$ cat src/verilog/cic_pkg.sv
package cic_pkg;

  // Register byte offsets
  localparam logic [7:0] CIC_COMM_FLAGS_OFS  = 8'h00;
  localparam logic [7:0] CIC_MISC_FLAGS_OFS  = 8'h04;
  localparam logic [7:0] CIC_COMM_EN_OFS     = 8'h08;
  localparam logic [7:0] CIC_MISC_EN_OFS     = 8'h0C;
  localparam logic [7:0] CIC_STATUS_ONE_OFS  = 8'h10;
  localparam logic [7:0] CIC_ERROR_OFS       = 8'h14;
  localparam logic [7:0] CIC_WATERMARK_OFS   = 8'h18;
  localparam logic [7:0] CIC_COMMAND_OFS     = 8'h1C;
  localparam logic [7:0] CIC_TX_DRIVER_OFS   = 8'h20;
  localparam logic [7:0] CIC_TX_AUTO_OFS     = 8'h24;
  localparam logic [7:0] CIC_BIT_FRAMING_OFS = 8'h28;

  // Field positions in comm_event_flags
  localparam int CIC_TIMER_BIT  = 0;
  localparam int CIC_ERR_BIT    = 1;
  localparam int CIC_LOW_BIT    = 2;
  localparam int CIC_HIGH_BIT   = 3;
  localparam int CIC_IDLE_BIT   = 4;
  localparam int CIC_RX_BIT     = 5;
  localparam int CIC_TX_BIT     = 6;
  // Field positions in misc_event_flags
  localparam int CIC_MODE_BIT   = 0;
  localparam int CIC_OFF_BIT    = 1;
  localparam int CIC_ON_BIT     = 2;
  localparam int CIC_CRC_BIT    = 3;
  // Field positions in command_register, bit_framing_control
  localparam int CIC_PD_BIT     = 4;
  localparam int CIC_BEGIN_BIT  = 7;
  // Field positions in tx_automation_control
  localparam int CIC_WAKE_BIT   = 3;
  localparam int CIC_INIT_BIT   = 2;

  // Group masks over comm_event_flags
  localparam logic [6:0] CIC_HIGH_GROUP = 7'h6C;
  localparam logic [6:0] CIC_LOW_GROUP  = 7'h13;

  // Command codes
  localparam logic [3:0] CIC_CMD_IDLE       = 4'h0;
  localparam logic [3:0] CIC_CMD_TRANSMIT   = 4'h4;
  localparam logic [3:0] CIC_CMD_KEEP       = 4'h7;
  localparam logic [3:0] CIC_CMD_TRANSCEIVE = 4'hC;
  localparam logic [3:0] CIC_CMD_AUTHENT    = 4'hE;
  localparam logic [6:0] CIC_AUTH_ARGS      = 7'h0C;

  localparam logic [6:0] CIC_FIFO_DEPTH = 7'h40;
  localparam logic [1:0] CIC_DRV_SEL_OFF = 2'h0;

  // Soft power-down exit: 1024 cycles
  localparam int          CIC_EXIT_CLOCKS = 1024;
  localparam logic [10:0] CIC_EXIT_LAST   = 11'(CIC_EXIT_CLOCKS - 1);

  typedef struct packed {
    logic [15:0] timer_count;
    logic        tx_payload;
    logic        tx_eof;
    logic        checksum_ready_status;
    logic        rx_stream_end;
    logic        cmd_done;
    logic [6:0]  fifo_level;
    logic [7:0]  error_status;
    logic        tx_active;
    logic        rx_active;
    logic        mode_found;
  } cic_events_t;

  typedef struct packed {
    logic       unit_run;
    logic       detector_run;
    logic       receiver_on;
    logic       antenna_a_on;
    logic       antenna_b_on;
    logic       force_conductance;
    logic [3:0] cmd_code;
    logic       cmd_launch;
    logic       cmd_abort;
    logic       tx_launch;
  } cic_ctrl_t;

  typedef struct packed {
    logic [1:0]  pin_sync;
    logic [1:0]  field_sync;
    logic        field_prev;
    logic [15:0] timer_prev;
    logic        payload_prev;
    logic        crc_prev;
    logic        low_prev;
    logic        high_prev;
    logic [6:0]  comm_flags;
    logic [3:0]  misc_flags;
    logic [6:0]  comm_en;
    logic [3:0]  misc_en;
    logic [5:0]  watermark;
    logic        pd_active;
    logic        exiting;
    logic [10:0] exit_cnt;
    logic [1:0]  drv_en;
    logic [1:0]  drv_sel;
    logic [3:0]  auto_ctrl;
    logic        begin_tx;
    logic        cmd_pending;
    logic        high_irq;
    logic        low_irq;
    logic        ready;
    logic        slverr;
    logic [31:0] rdata;
    cic_ctrl_t   ctrl;
  } cic_state_t;

  localparam cic_state_t CIC_STATE_RST = '0;

endpackage
$ cat src/verilog/cic_ctrl.sv
// Function
// RQ1 - Timer flag set when timer count goes from one to zero.
// RQ2 - Transmit-done flag set when payload phase turns into end-of-frame.
// RQ3 - Checksum-done flag set when checksum ready status rises.
// RQ4 - Receive-done flag set at end of received stream.
// RQ5 - Command-finished flag set when running command completes back to idle.
// RQ6 - Almost-full and almost-empty flags set on watermark status rising.
// RQ7 - Field appeared and vanished flags follow the level detector.
// RQ8 - Error flag set while any error bit is one during transfer.
// RQ9 - Mode-detected flag set when the mode detector reports.
// RQ10 - Transmit, receive and watermark flags form the high summary.
// RQ11 - Remaining flags form the low summary.
// RQ12 - Reset/power-down pin low stops all units, detector too.
// RQ13 - Soft power-down stops units except oscillator and detector, keeps state.
// RQ14 - With wake enable, a detected field ends soft power-down.
// RQ15 - Power-down bit reads one for 1024 cycles after cleared.
// RQ16 - Soft power-down with nonzero driver select forces driver conductance.
// RQ17 - Both driver enables clear turns field off, receiver stays on.
// RQ18 - Firmware clears initial field option before dropping driver enables.
// RQ19 - Command starts when its code is written to the command register.
// RQ20 - Transceive transmits only after the begin-transmission bit is set.
// RQ21 - Argument commands wait for full argument count; FIFO not flushed.
// RQ22 - Writing a new command code aborts the running command.
// RQ23 - Code 0000 is idle and cancels the running command.
// RQ24 - Code 0111 keeps the command while other bits change.
// RQ25 - Each summary stays high while any enabled flag in group is set.
//
// The APB slave port and the address map are this design's own decisions.
`timescale 1ns/10ps
module cic_ctrl (
  // Clock and reset
  input  wire logic                 mclk,
  input  wire logic                 rst_b,
  // APB slave
  input  wire logic                 psel,
  input  wire logic                 penable,
  input  wire logic                 pwrite,
  input  wire logic [7:0]           paddr,
  input  wire logic [31:0]          pwdata,
  output logic                      pready,
  output logic [31:0]               prdata,
  output logic                      pslverr,
  // Pins
  input  wire logic                 reset_powerdown_pin_n,
  input  wire logic                 field_detect,
  // Unit events
  input  wire cic_pkg::cic_events_t events,
  // Unit control
  output cic_pkg::cic_ctrl_t        ctrl,
  output logic                      high_priority_summary,
  output logic                      low_priority_summary
);
  import cic_pkg::*;

  cic_state_t state;
  cic_state_t next_state;

  function automatic logic [6:0] args_needed(input logic [3:0] code);
    args_needed = (code == CIC_CMD_AUTHENT) ? CIC_AUTH_ARGS : 7'h00;
  endfunction

  function automatic logic [31:0] read_reg(input cic_state_t s, input logic [7:0] addr,
                                           input logic [7:0] err, input logic crc_rdy);
    unique case (addr)
      CIC_COMM_FLAGS_OFS:  read_reg = {25'h0, s.comm_flags};
      CIC_MISC_FLAGS_OFS:  read_reg = {28'h0, s.misc_flags};
      CIC_COMM_EN_OFS:     read_reg = {25'h0, s.comm_en};
      CIC_MISC_EN_OFS:     read_reg = {28'h0, s.misc_en};
      CIC_STATUS_ONE_OFS:  read_reg = {26'h0, s.field_prev, crc_rdy, s.high_prev,
                                       s.low_prev, s.low_irq, s.high_irq};
      CIC_ERROR_OFS:       read_reg = {24'h0, err};
      CIC_WATERMARK_OFS:   read_reg = {26'h0, s.watermark};
      CIC_COMMAND_OFS:     read_reg = {27'h0, s.pd_active, s.ctrl.cmd_code};
      CIC_TX_DRIVER_OFS:   read_reg = {26'h0, s.drv_sel, 2'h0, s.drv_en};
      CIC_TX_AUTO_OFS:     read_reg = {28'h0, s.auto_ctrl};
      CIC_BIT_FRAMING_OFS: read_reg = {24'h0, s.begin_tx, 7'h00};
      default:             read_reg = 32'h0;
    endcase
  endfunction

  function automatic logic mapped(input logic [7:0] addr);
    mapped = (addr <= CIC_BIT_FRAMING_OFS) && (addr[1:0] == 2'h0);
  endfunction

  logic       wr;
  logic       pin_up;
  logic       field;
  logic       high_mark;
  logic       low_mark;
  logic [6:0] comm_set;
  logic [3:0] misc_set;
  logic [3:0] new_code;
  logic       new_cmd;
  logic       pd_write;

  always_comb begin
    next_state = state;
    wr = psel && penable && state.ready && pwrite;
    pin_up = state.pin_sync[1];
    field = state.field_sync[1];
    new_code = pwdata[3:0];
    new_cmd = 1'b0;
    pd_write = 1'b0;
    comm_set = 7'h00;
    misc_set = 4'h0;

    // Pins pass two flops before use
    next_state.pin_sync = {state.pin_sync[0], reset_powerdown_pin_n};
    next_state.field_sync = {state.field_sync[0], field_detect};
    // Detector is dead in hard power-down
    next_state.field_prev = pin_up ? field : 1'b0; // [RQ12]

    high_mark = (CIC_FIFO_DEPTH - events.fifo_level) <= {1'b0, state.watermark}; // [RQ6]
    low_mark = events.fifo_level <= {1'b0, state.watermark}; // [RQ6]
    next_state.timer_prev = events.timer_count;
    next_state.payload_prev = events.tx_payload;
    next_state.crc_prev = events.checksum_ready_status;
    next_state.high_prev = high_mark;
    next_state.low_prev = low_mark;

    // Pulses last one cycle
    next_state.ctrl.cmd_launch = 1'b0;
    next_state.ctrl.cmd_abort = 1'b0;
    next_state.ctrl.tx_launch = 1'b0;

    // Event detection, ignored while the pin holds units down
    if (pin_up) begin
      comm_set[CIC_TIMER_BIT] = (state.timer_prev == 16'h0001) && (events.timer_count == 16'h0000); // [RQ1]
      comm_set[CIC_TX_BIT] = state.payload_prev && events.tx_eof; // [RQ2]
      misc_set[CIC_CRC_BIT] = events.checksum_ready_status && !state.crc_prev; // [RQ3]
      comm_set[CIC_RX_BIT] = events.rx_stream_end; // [RQ4]
      comm_set[CIC_HIGH_BIT] = high_mark && !state.high_prev; // [RQ6]
      comm_set[CIC_LOW_BIT] = low_mark && !state.low_prev; // [RQ6]
      misc_set[CIC_ON_BIT] = field && !state.field_prev; // [RQ7]
      misc_set[CIC_OFF_BIT] = !field && state.field_prev; // [RQ7]
      comm_set[CIC_ERR_BIT] = (|events.error_status) && (events.tx_active || events.rx_active); // [RQ8]
      misc_set[CIC_MODE_BIT] = events.mode_found; // [RQ9]
      if (events.cmd_done && (state.ctrl.cmd_code != CIC_CMD_IDLE)) begin
        comm_set[CIC_IDLE_BIT] = 1'b1; // [RQ5]
        next_state.ctrl.cmd_code = CIC_CMD_IDLE; // [RQ5]
        next_state.cmd_pending = 1'b0;
        next_state.begin_tx = 1'b0;
      end
    end

    // APB setup phase: answer next cycle
    next_state.ready = psel && !penable;
    next_state.slverr = psel && !penable && !mapped(paddr);
    next_state.rdata = (psel && !penable && !pwrite) ?
                       read_reg(state, paddr, events.error_status, events.checksum_ready_status) : 32'h0;

    // Flags: write one clears, a set in the same cycle wins
    next_state.comm_flags = state.comm_flags;
    next_state.misc_flags = state.misc_flags;
    if (wr && (paddr == CIC_COMM_FLAGS_OFS)) begin
      next_state.comm_flags = state.comm_flags & ~pwdata[6:0];
    end
    if (wr && (paddr == CIC_MISC_FLAGS_OFS)) begin
      next_state.misc_flags = state.misc_flags & ~pwdata[3:0];
    end
    next_state.comm_flags = next_state.comm_flags | comm_set;
    next_state.misc_flags = next_state.misc_flags | misc_set;

    if (wr) begin
      unique case (paddr)
        CIC_COMM_EN_OFS:     next_state.comm_en = pwdata[6:0];
        CIC_MISC_EN_OFS:     next_state.misc_en = pwdata[3:0];
        CIC_WATERMARK_OFS:   next_state.watermark = pwdata[5:0];
        CIC_TX_DRIVER_OFS: begin
          next_state.drv_en = pwdata[1:0];
          next_state.drv_sel = pwdata[5:4];
        end
        CIC_TX_AUTO_OFS:     next_state.auto_ctrl = pwdata[3:0];
        CIC_BIT_FRAMING_OFS: begin
          if (pwdata[CIC_BEGIN_BIT] && (state.ctrl.cmd_code == CIC_CMD_TRANSCEIVE)) begin
            next_state.begin_tx = 1'b1;
            next_state.ctrl.tx_launch = 1'b1; // [RQ20]
          end
        end
        CIC_COMMAND_OFS: begin
          pd_write = 1'b1;
          new_cmd = new_code != CIC_CMD_KEEP; // [RQ24]
        end
        default: begin
        end
      endcase
    end

    // Command launch; the FIFO is left as it is
    if (new_cmd && pin_up) begin
      next_state.ctrl.cmd_abort = state.ctrl.cmd_code != CIC_CMD_IDLE; // [RQ22] [RQ23]
      next_state.ctrl.cmd_code = new_code; // [RQ19]
      next_state.begin_tx = 1'b0;
      next_state.cmd_pending = new_code != CIC_CMD_IDLE; // [RQ23]
    end
    if (state.cmd_pending && !new_cmd && (events.fifo_level >= args_needed(state.ctrl.cmd_code))) begin
      next_state.cmd_pending = 1'b0; // [RQ21]
      next_state.ctrl.cmd_launch = 1'b1; // [RQ19]
      next_state.ctrl.tx_launch = state.ctrl.cmd_code == CIC_CMD_TRANSMIT; // [RQ20]
    end

    // Soft power-down entry and delayed exit
    if (pd_write && pwdata[CIC_PD_BIT]) begin
      next_state.pd_active = 1'b1; // [RQ13]
      next_state.exiting = 1'b0;
    end else if (state.pd_active && !state.exiting &&
                 ((pd_write && !pwdata[CIC_PD_BIT]) ||
                  (state.auto_ctrl[CIC_WAKE_BIT] && misc_set[CIC_ON_BIT]))) begin
      next_state.exiting = 1'b1; // [RQ14] [RQ15]
      next_state.exit_cnt = 11'h000;
    end else if (state.exiting) begin
      if (state.exit_cnt == CIC_EXIT_LAST) begin
        next_state.exiting = 1'b0;
        next_state.pd_active = 1'b0; // [RQ15]
      end else begin
        next_state.exit_cnt = state.exit_cnt + 11'h001;
      end
    end

    // Hard power-down stops everything
    if (!pin_up) begin
      next_state.ctrl.cmd_code = CIC_CMD_IDLE; // [RQ12]
      next_state.cmd_pending = 1'b0;
      next_state.begin_tx = 1'b0;
    end

    next_state.ctrl.unit_run = pin_up && !next_state.pd_active; // [RQ12] [RQ13]
    next_state.ctrl.detector_run = pin_up; // [RQ12] [RQ13]
    // Receiver is independent of the driver enables
    next_state.ctrl.receiver_on = pin_up && !next_state.pd_active; // [RQ17]
    next_state.ctrl.antenna_a_on = next_state.ctrl.unit_run && next_state.drv_en[0]; // [RQ17]
    next_state.ctrl.antenna_b_on = next_state.ctrl.unit_run && next_state.drv_en[1]; // [RQ17]
    // Not reflected in any readable register
    // Hard power-down wins over the forced conductance
    next_state.ctrl.force_conductance = pin_up && next_state.pd_active &&
                                        (next_state.drv_sel != CIC_DRV_SEL_OFF); // [RQ16]

    next_state.high_irq = |(next_state.comm_flags & next_state.comm_en & CIC_HIGH_GROUP); // [RQ10] [RQ25]
    next_state.low_irq = (|(next_state.comm_flags & next_state.comm_en & CIC_LOW_GROUP)) ||
                         (|(next_state.misc_flags & next_state.misc_en)); // [RQ11] [RQ25]
  end

  always_ff @(posedge mclk) begin
    if (!rst_b) begin
      state <= CIC_STATE_RST;
    end else begin
      state <= next_state;
    end
  end

  assign pready = state.ready;
  assign prdata = state.rdata;
  assign pslverr = state.slverr;
  assign ctrl = state.ctrl;
  assign high_priority_summary = state.high_irq;
  assign low_priority_summary = state.low_irq;

endmodule

$ cat config.mk
export PLATFORM = sky130hd
export DESIGN_NAME = cic_ctrl
export DESIGN_NICKNAME = d
export VERILOG_FILES = /design/src/verilog/cic_pkg.sv /design/src/verilog/cic_ctrl.sv
export SDC_FILE = /design/constraint.sdc
export NUM_CORES = 1
export LEC_CHECK = 0
export ABC_AREA = 1
export BUFFER_PORTS_ARGS = -buffer_cell sky130_fd_sc_hd__buf_2
export CAP_MARGIN = 10
export CELL_PAD_IN_SITES_DETAIL_PLACEMENT = 2
export CELL_PAD_IN_SITES_GLOBAL_PLACEMENT = 2
export CORE_MARGIN = 2
export CORE_UTILIZATION = 29
export DETAILED_ROUTE_END_ITERATION = 6
export PLACE_DENSITY_LB_ADDON = 0.1
export SLEW_MARGIN = 20
export SYNTH_ARGS = -nofsm -noshare
export SYNTH_HDL_FRONTEND = slang
export SYNTH_SLANG_ARGS = --single-unit
$ cat constraint.sdc
create_clock -name mclk -period 2.18 [get_ports mclk]
set_clock_uncertainty 0.2 [all_clocks]
set_input_delay 0.218 -clock mclk [delete_from_list [all_inputs] [get_ports mclk]]
set_output_delay 0.218 -clock mclk [all_outputs]
set_load 0.05 [all_outputs]
==> summary.md, run 1 <==
| Metric | Value |
|---|---|
| Full die area | `roughly 20,000 sq um` |
| Clock latency on the worst-skew pair | `0.36 ns` |
| Final Routed Wirelength | `18.44 mm` |
| Mapped Cells | `approximately 780` |
| Vias in the first global route | `~5,700` |
| Nets | `between 1,000 and 1,500` |
| Outcome | `complete, no violations` |
| Worst VDD drop | `around 360 uV` |
| Synth cell types | `37` |
| Non-filler instance count after layout | `between 1,000 and 1,500` |
| Num CTS Buffers | `9` |
| Worst R2R Path Depth | `12` |
| Htree depth | `3` |
| Rel. slew slack | `about two thirds` |
| Layout area overhead | `23.18%` |
| Synth Warn # | `0` |
| Die height | `roughly 140 um` |
| Final Hold Fails | `0` |
| P_leak | `slightly above 3 nW` |
| Port Buffers | `86` |
| Pin count of the biggest net entering global routing | `43` |
| Synth Area in Compound Gates | `a little over a tenth` |
| Mux cell area share after synthesis | `0%` |
| RR Endpoint | `ctrl[0]` |
| Cell mode on critical path | `buf_4` |
| Clock Path Buffers | `2` |
| Register area share after synthesis | `between 30% and 40%` |
| Crit-path cells | `nand2_1 -> nor3_2 -> buf_4 -> buf_4 -> ha_1 -> nand2_1 -> a21boi_1 -> o21ai_1 -> buf_4 -> nor2_4 -> nor2_1 -> a211oi_1` |
| Gr usage total | `about a fifth` |
| Ys async rst share | `0%` |
| Placed cells | `1,090` |
| Syn Std Cell Area | `roughly 5300 sq um` |
| Final Critical Period | `about 2.0 ns` |
| Clk Tree Root Cell | `clkbuf_16` |
| DRC Markers | `0` |
| Final Power | `0.003879 W` |
| # rows | `just under 50` |
| Largest fanout on the critical path | `3` |
| Main combinational cell family by area after synthesis | `simple AND/OR/NAND/NOR gates` |
| Pre-Repair DR Iteration Count | `4` |
| WHS Endpoint | `pslverr` |
| Initial Utilization | `between 20 and 30%` |
| CP endpoint kind | `register` |
| Area of the multi-input gates | `between 2000 and 3000 sq um` |
| Core area | `approximately 18,000 sq um` |
| WP data arrival | `between 2 and 2.5 ns` |
| CP Launch Type | `register` |
| Adder-Cell Fraction of Synth Area | `under 10%` |
| R2R setup slack | `~0.15 ns` |
| Worst Tran Pin Value | `between 0.5 and 0.6 ns` |
| Iter 0 DRT Violations | `roughly 160` |
| Crit share post-route | `93.12%` |
| CTS tree | `yes` |
| Sink Count | `100` |
| Power density cells | `about 600 nW/um^2` |
| Clock transition at path regs | `around 0.08 ns` |
| Post-DRT Antenna Nets | `0` |
| Setup TNS Final | `0 ns` |
| Max_cap viols | `0` |
| Post-synth top flop | `dfxtp_1` |
| DP HPWL | `roughly 15 mm` |
| First-pass GRT wire length | `about 30 mm` |
| Synth Area in Simple Gates | `30.27%` |
| WL/cell | `around 16 um` |
| #FFs+latches synth | `100` |
| I/O Pins | `~140` |
| Antenna Cells | `0` |
| Setup CP Type | `register to register` |
| Highest-delay cell along the critical path | `dfxtp_1` |
| DR vias/cell | `about 4.7` |
| Crit path max-delay family | `buffers and inverters` |
| Setup repair after global routing missed its margin | `yes` |
| Share of layout cells above drive strength 1 | `17.44%` |
| Worst Path Required | `about 2.3 ns` |
| Gr ovfl total | `0` |
| DR vias | `about 5,300` |
| Min-delay src | `psel` |
| XOR/XNOR share of the synthesized area | `under 10%` |
| Register area | `2002 sq um` |
| Crit path largest cell delay | `between 0.3 and 0.4 ns` |
| Fin util | `roughly 36%` |
| Max Slew Vio Count | `0` |
| Fmax | `slightly below 0.5 GHz` |
| Die width | `around 140 um` |
| Mapped Avg Cell Area | `6.790 sq um` |
| Endpoints failing setup | `0` |
| WHS Path Cells | `5` |
| GPL Wtd Cong | `approximately 0.8` |
| Worst min path class | `input pin to register` |
| Post-synth EDFFs | `0` |
| CP bufs+invs | `3` |
| Initial antenna violation count | `0` |
| Critical R2R Launch | `ctrl[6]` |
| FILL cells | `between 2,000 and 2,500` |
==> cells by family after synthesis <==
kind of cell / after synthesis
and+or+nand+nor: 379
DFF: 100
buffers and inverters: 171
other: 1
adders and majority gates: 15
AOI/OAI and AO/OA: 104
xor gates and xnor gates: 13
==> sequential cells by signal, summed over array words and instances, names as in the netlist <==
register	cells
ctrl	12
low_priority_summary	1
field	1
prdata	8
next_state	3
pready	1
pslverr	1
high_priority_summary	1
state	72
==> report_power, final <==
part / total (W) / internal [W] / leakage (nW) / switching, W
logic: 0.000427 / 0.000139 / 2.08 / 0.000288
clock network: 0.00158 / 0.000793 / 0.141 / 0.000792
registers: 0.00187 / 0.00185 / 0.812 / 0.0000126
==> cell type report <==
class                   instances  area share, %
well taps                     229          4.375
multi-input cells             535          39.61
repair buffers                148          15.00
inverters                     107          6.133
flip-flops and latches        100          30.57
clock buffers                   9          3.439
clock inverters                 7         0.8789
==> through the flow <==
stage / hold WS (ns) / setup WS [ns] / area [sq um]
2_1_floorplan: 0.1082 / 0.1513 / 5403
3_3_place_gp: 0.1986 / 0.04169 / 5949
3_5_place_dp: 0.2079 / -0.04469 / 5949
4_1_cts: 0.001314 / 0.04341 / 6515
5_1_grt: 0.05234 / -0.01295 / 6549
6_report: 0.01394 / 0.1501 / 6549
==> cells in the mapped netlist (6+ instances only) <==
cell | count | area share (%)
xnor2_1 | 6 | 0.99
nor3_1 | 9 | 0.85
nor2_1 | 87 | 6.1
nand4_1 | 10 | 1.2
a21oi_1 | 59 | 5.6
buf_4 | 45 | 6.4
nand2_1 | 198 | 14
inv_1 | 104 | 7.3
clkbuf_1 | 12 | 0.85
o21ai_0 | 25 | 2.4
xor2_1 | 7 | 1.2
nand3_1 | 51 | 4.8
ha_1 | 15 | 3.5
nor2_2 | 8 | 0.94
dfxtp_1 | 100 | 38
==> worst max-delay path by stage <==
stage	start	end	slack, ns	depth (start not counted)
3_5_place_dp	events[13]	high_priority_summary	-0.04	14
6_report	ctrl[6]	ctrl[0]	0.15	12
2_1_floorplan	pready	high_priority_summary	0.15	10
4_1_cts	ctrl[4]	ctrl[0]	0.04	11
5_1_grt	ctrl[6]	ctrl[0]	-0.01	12
3_3_place_gp	events[13]	high_priority_summary	0.04	14
==> repair_timing <==
item,4_1_cts,5_1_grt
hold endpoints to repair,27,0
resized for setup,1,8
hold buffers,28,0
setup buffers,0,1
endpoints found under the setup margin,2,15
==> layout by cell type (no fill, tap or decap), types with 10 or more instances in the layout <==
master	Yosys	routed
a21oi_1	59	59
buf_2	5	86
buf_4	45	32
conb_1	1	24
dfxtp_1	100	100
dlygate4sd3_1	0	28
ha_1	15	15
inv_1	104	104
nand2_1	198	198
nand3_1	51	51
nand4_1	10	10
nor2_1	87	85
o21ai_0	25	24
==> layer usage <==
layer | part of all wire, % | up-vias | GRT usage, %
li1 | - | 2640 | -
met3 | 3.2 | 13 | 3.441
met2 | 51 | 85 | 35.17
met1 | 45 | 2544 | 23.54
met4 | 1.1 | 0 | 3.775
met5 | 0 | - | 0
==> worst min-delay path, delay by kind of cell <==
family / cells / cell delay (ns)
AND/OR/NAND/NOR: 2 / 0.09
buffers and inverters: 3 / 0.23
Note: power is estimated with default switching activity, not from simulation.
==> run 2, diff against run 1 <==
--- a/config.mk
+++ b/config.mk
@@ -5,14 +5,15 @@
 export SDC_FILE = /design/constraint.sdc
 export NUM_CORES = 1
 export LEC_CHECK = 0
-export ABC_AREA = 1
+export ABC_AREA = 0
 export BUFFER_PORTS_ARGS = -buffer_cell sky130_fd_sc_hd__buf_2
 export CAP_MARGIN = 10
 export CELL_PAD_IN_SITES_DETAIL_PLACEMENT = 2
 export CELL_PAD_IN_SITES_GLOBAL_PLACEMENT = 2
 export CORE_MARGIN = 2
-export CORE_UTILIZATION = 29
+export CORE_UTILIZATION = 31
 export DETAILED_ROUTE_END_ITERATION = 6
+export GPL_ROUTABILITY_DRIVEN = 0
 export PLACE_DENSITY_LB_ADDON = 0.1
 export SLEW_MARGIN = 20
 export SYNTH_ARGS = -nofsm -noshare
==> run 2 against run 1 <==
Flip-flop and latch count did not move. Via count fell by 10%. Total power up 5.8%. Count of clock-buffer cells in the layout is 1 higher. Clock power up 9%. Maximum frequency decreased by 3.9%. Utilization rose by 6.4 points. Critical path depth down 4. Sequential share of layout area shrank 0.94 points. Highest routed layer unchanged.
==> summary.md, run 2 <==
| Metric | Value |
|---|---|
| Outcome | `complete, no violations` |
| Synth cell types | `57 (+54%)` |
| Sw Share | `26.36% (-1.8 points)` |
| Fmax | `0.4732 GHz (-3.9%)` |
| Most frequent cell after synthesis | `dfxtp_1` |
| Sink Count | `100 (unchanged)` |
| Vias in the first global route | `5,090 (-11%)` |
| Initial antenna violation count | `0 (unchanged)` |
| Hold slack | `0.01482 ns (+0.0008770 ns)` |
| Ys async rst share | `0% (unchanged)` |
| Clock transition at path regs | `0.07 ns (about the same)` |
| Worst Path Required | `2.22 ns (-0.04 ns)` |
| Iter 0 DRT Violations | `180 (+12%)` |
| DR vias | `4,755 (-10%)` |
| Top cells by area, synth | `dfxtp_1, buf_4, nor2_1` |
| Setup TNS Final | `0 ns (unchanged)` |
| #FFs+latches synth | `100 (unchanged)` |
| Clock latency on the worst-skew pair | `0.36 ns (about the same)` |
| Largest register FFs | `72 (unchanged)` |
| Antenna Cells | `0 (unchanged)` |
| Combinational power share | `12.5% (+1.5 points)` |
| Final Hold Fails | `0 (unchanged)` |
| Die width | `130.8 um (-6.2%)` |
| WL/cell | `18.87 um (+16%)` |
| CTS tree | `yes` |
| Share of layout cells above drive strength 1 | `32.12% (+15 points)` |
| Top post-synthesis cells by count | `dfxtp_1, nor2_1, buf_4` |
| Clk pwr share | `42.0% (+1.1 points)` |
| Max Slew Vio Count | `0 (unchanged)` |
| Final Critical Period | `2.113 ns (+0.08342 ns)` |
| WP data arrival | `2.16 ns (+0.05 ns)` |
| FILL cells | `1,774 (-20%)` |
| Worst VDD drop | `340.5 uV (-5.7%)` |
| Largest area contributor in the netlist | `dfxtp_1` |
| Initial Utilization | `31.49% (+1.9 points)` |
| Worst Tran Pin Value | `0.6945 ns (+0.1757 ns)` |
| Final Routed Wirelength | `18.05 mm (-2.1%)` |
| Largest fanout on the critical path | `8 (+5)` |
| Worst min path class | `input pin to register` |
| DRC Markers | `0 (unchanged)` |
| Pre-Repair DR Iteration Count | `4 (unchanged)` |
| Post-synth top flop | `dfxtp_1` |
| Pint | `0.003021 W (+8.4%)` |
| Largest Register | `state` |
| Post-DRT Antenna Nets | `0 (unchanged)` |
| Syn Std Cell Area | `4985 sq um (-6.2%)` |
| Full die area | `17,110 sq um (-12%)` |
| Num CTS Buffers | `9 (unchanged)` |
| Share of the synthesized area in the top cell type | `40.16% (+2.5 points)` |
| Clock Path Buffers | `2 (unchanged)` |
| Core area | `15,830 sq um (-12%)` |
| Gr ovfl total | `0 (unchanged)` |
| Mapped Cells | `570 (-27%)` |
| Clk Tree Root Cell | `clkbuf_16` |
| Psw | `0.001082 W (-1.0%)` |
| Power density cells | `604.9 nW/um^2 (+2.1%)` |
| I/O Pins | `135 (unchanged)` |
| Pin count of the biggest net entering global routing | `24 (-44%)` |
| Crit share post-route | `96.94% (+3.8 points)` |
| CP endpoint kind | `register` |
| Setup repair after global routing missed its margin | `yes` |
| CP Launch Type | `register` |
| Register area share after synthesis | `40.16% (+2.5 points)` |
| DR vias/cell | `4.969 (+6.8%)` |
| Max_cap viols | `0 (unchanged)` |
| Final Power | `0.004103 W (+5.8%)` |
| Mapped Avg Cell Area | `8.745 sq um (+29%)` |
| Gr usage total | `21.43% (+2.2 points)` |
| First-pass GRT wire length | `27.64 mm (-6.7%)` |
| DP HPWL | `13.89 mm (-4.6%)` |
| Htree depth | `3 (unchanged)` |
| Reg power frac | `45.5% (-2.6 points)` |
| Synth Warn # | `0 (unchanged)` |
| Commonest non-fill, non-tap cell in the layout | `dfxtp_1` |
| Post-synth EDFFs | `0 (unchanged)` |
| Register area | `2009 sq um (+0.38%)` |
| Rel. slew slack | `53.65% (-12 points)` |
| Area of the multi-input gates | `2725 sq um (+5.1%)` |
| Port Buffers | `86 (unchanged)` |
| Setup CP Type | `register to register` |
| Endpoints failing setup | `0 (unchanged)` |
| Layout area overhead | `36.07%` |
| Most frequent cells in the layout | `dfxtp_1, buf_2, buf_4, nor2_1, nand2_1` |
| # rows | `46 (-6.1%)` |
| P_leak | `2.878 nW (-5.1%)` |
| Nets | `837 (-16%)` |
| Die height | `130.8 um (-6.2%)` |
run 2: changes by cell type after synthesis, moves of 7 or more:
cell / delta
nand3_1: -21
nand2_1: -158
nor2b_1: +7
a21oi_1: -25
nor2_2: -8
nor4_1: +9
and2_1: +24
nor2_1: -17
inv_1: -81
a22oi_1: +8
o21ai_0: -17
mux2i_1: +24
run 2: area by class of cell:
class                   count  area share (%)
multi-input cells         404           40.18
flip-flops and latches    100           29.63
repair buffers            198           20.20
well taps                 216           3.984
clock buffers              10           3.689
inverters                  23           1.310
clock inverters             6           1.015
run 2: cells by family after synthesis:
| kind of cell | share of synthesized area [%] |
|---|---|
| compound gates | 11.35 |
| mux | 7.078 |
| fa+ha+maj | 3.765 |
| buf+inv | 10.24 |
| flops | 40.16 |
| other cells | 0.07523 |
| xor+xnor | 2.284 |
| simple gates | 25.05 |
run 2: worst max-delay path, stage by stage, from the launching register on:
cell and delay, ns:
dfxtp_4 0.35, and4_1 0.18, buf_6 0.15, buf_6 0.11, and3b_2 0.24, nand2_2 0.08
a22oi_2 0.21, o22ai_2 0.09, o41a_1 0.39
run 2: power by group through the flow:
stage,sequential [W],clock [W],combinational (W)
after floorplan,0.00191,0,0.000277
after global placement,0.00191,0,0.000433
after detailed placement,0.00191,0,0.000446
after CTS,0.00187,0.00178,0.000490
after global routing,0.00187,0.00184,0.000554
final,0.00187,0.00172,0.000512
run 2: final timing paths:
| path | startpoint | endpoint | slack [ns] | cells after the start |
|---|---|---|---|---|
| min reg2reg | next_state[124] | next_state[11] | 0.24 | 1 |
| max | pready | low_priority_summary | 0.07 | 8 |
| min | pwdata[5] | state[77] | 0.01 | 3 |
| max reg2reg | pready | low_priority_summary | 0.07 | 8 |
run 2: metal layers:
| metal | vias to the layer above | routed length (um) | global-route usage (%) |
|---|---|---|---|
| li1 | 2258 | - | - |
| met1 | 2377 | 7879 | 26.59 |
| met2 | 104 | 9219 | 38.39 |
| met3 | 16 | 689 | 2.809 |
| met4 | 0 | 266 | 7.071 |
| met5 | - | 0 | 0 |
run 2: metrics by stage:
stage	setup WS, ns	util (%)	std cells	area, sq um
finish	0.06665	42.85	957	6783
global route	-0.04016	42.85	957	6783
CTS	0.0003162	41.63	951	6589
detailed placement	-0.2166	37.49	905	5934
global placement	-0.1499	37.49	905	5934
floorplan	0.004132	-	593	5075
run 2: timing repair:
action,in CTS,in global routing
cloned,0,0
pin swaps,1,22
buffers inserted,1,6
setup endpoints to repair,3,17
endpoints found under the hold margin,29,0
hold buffers,29,0
gates resized for setup,8,39
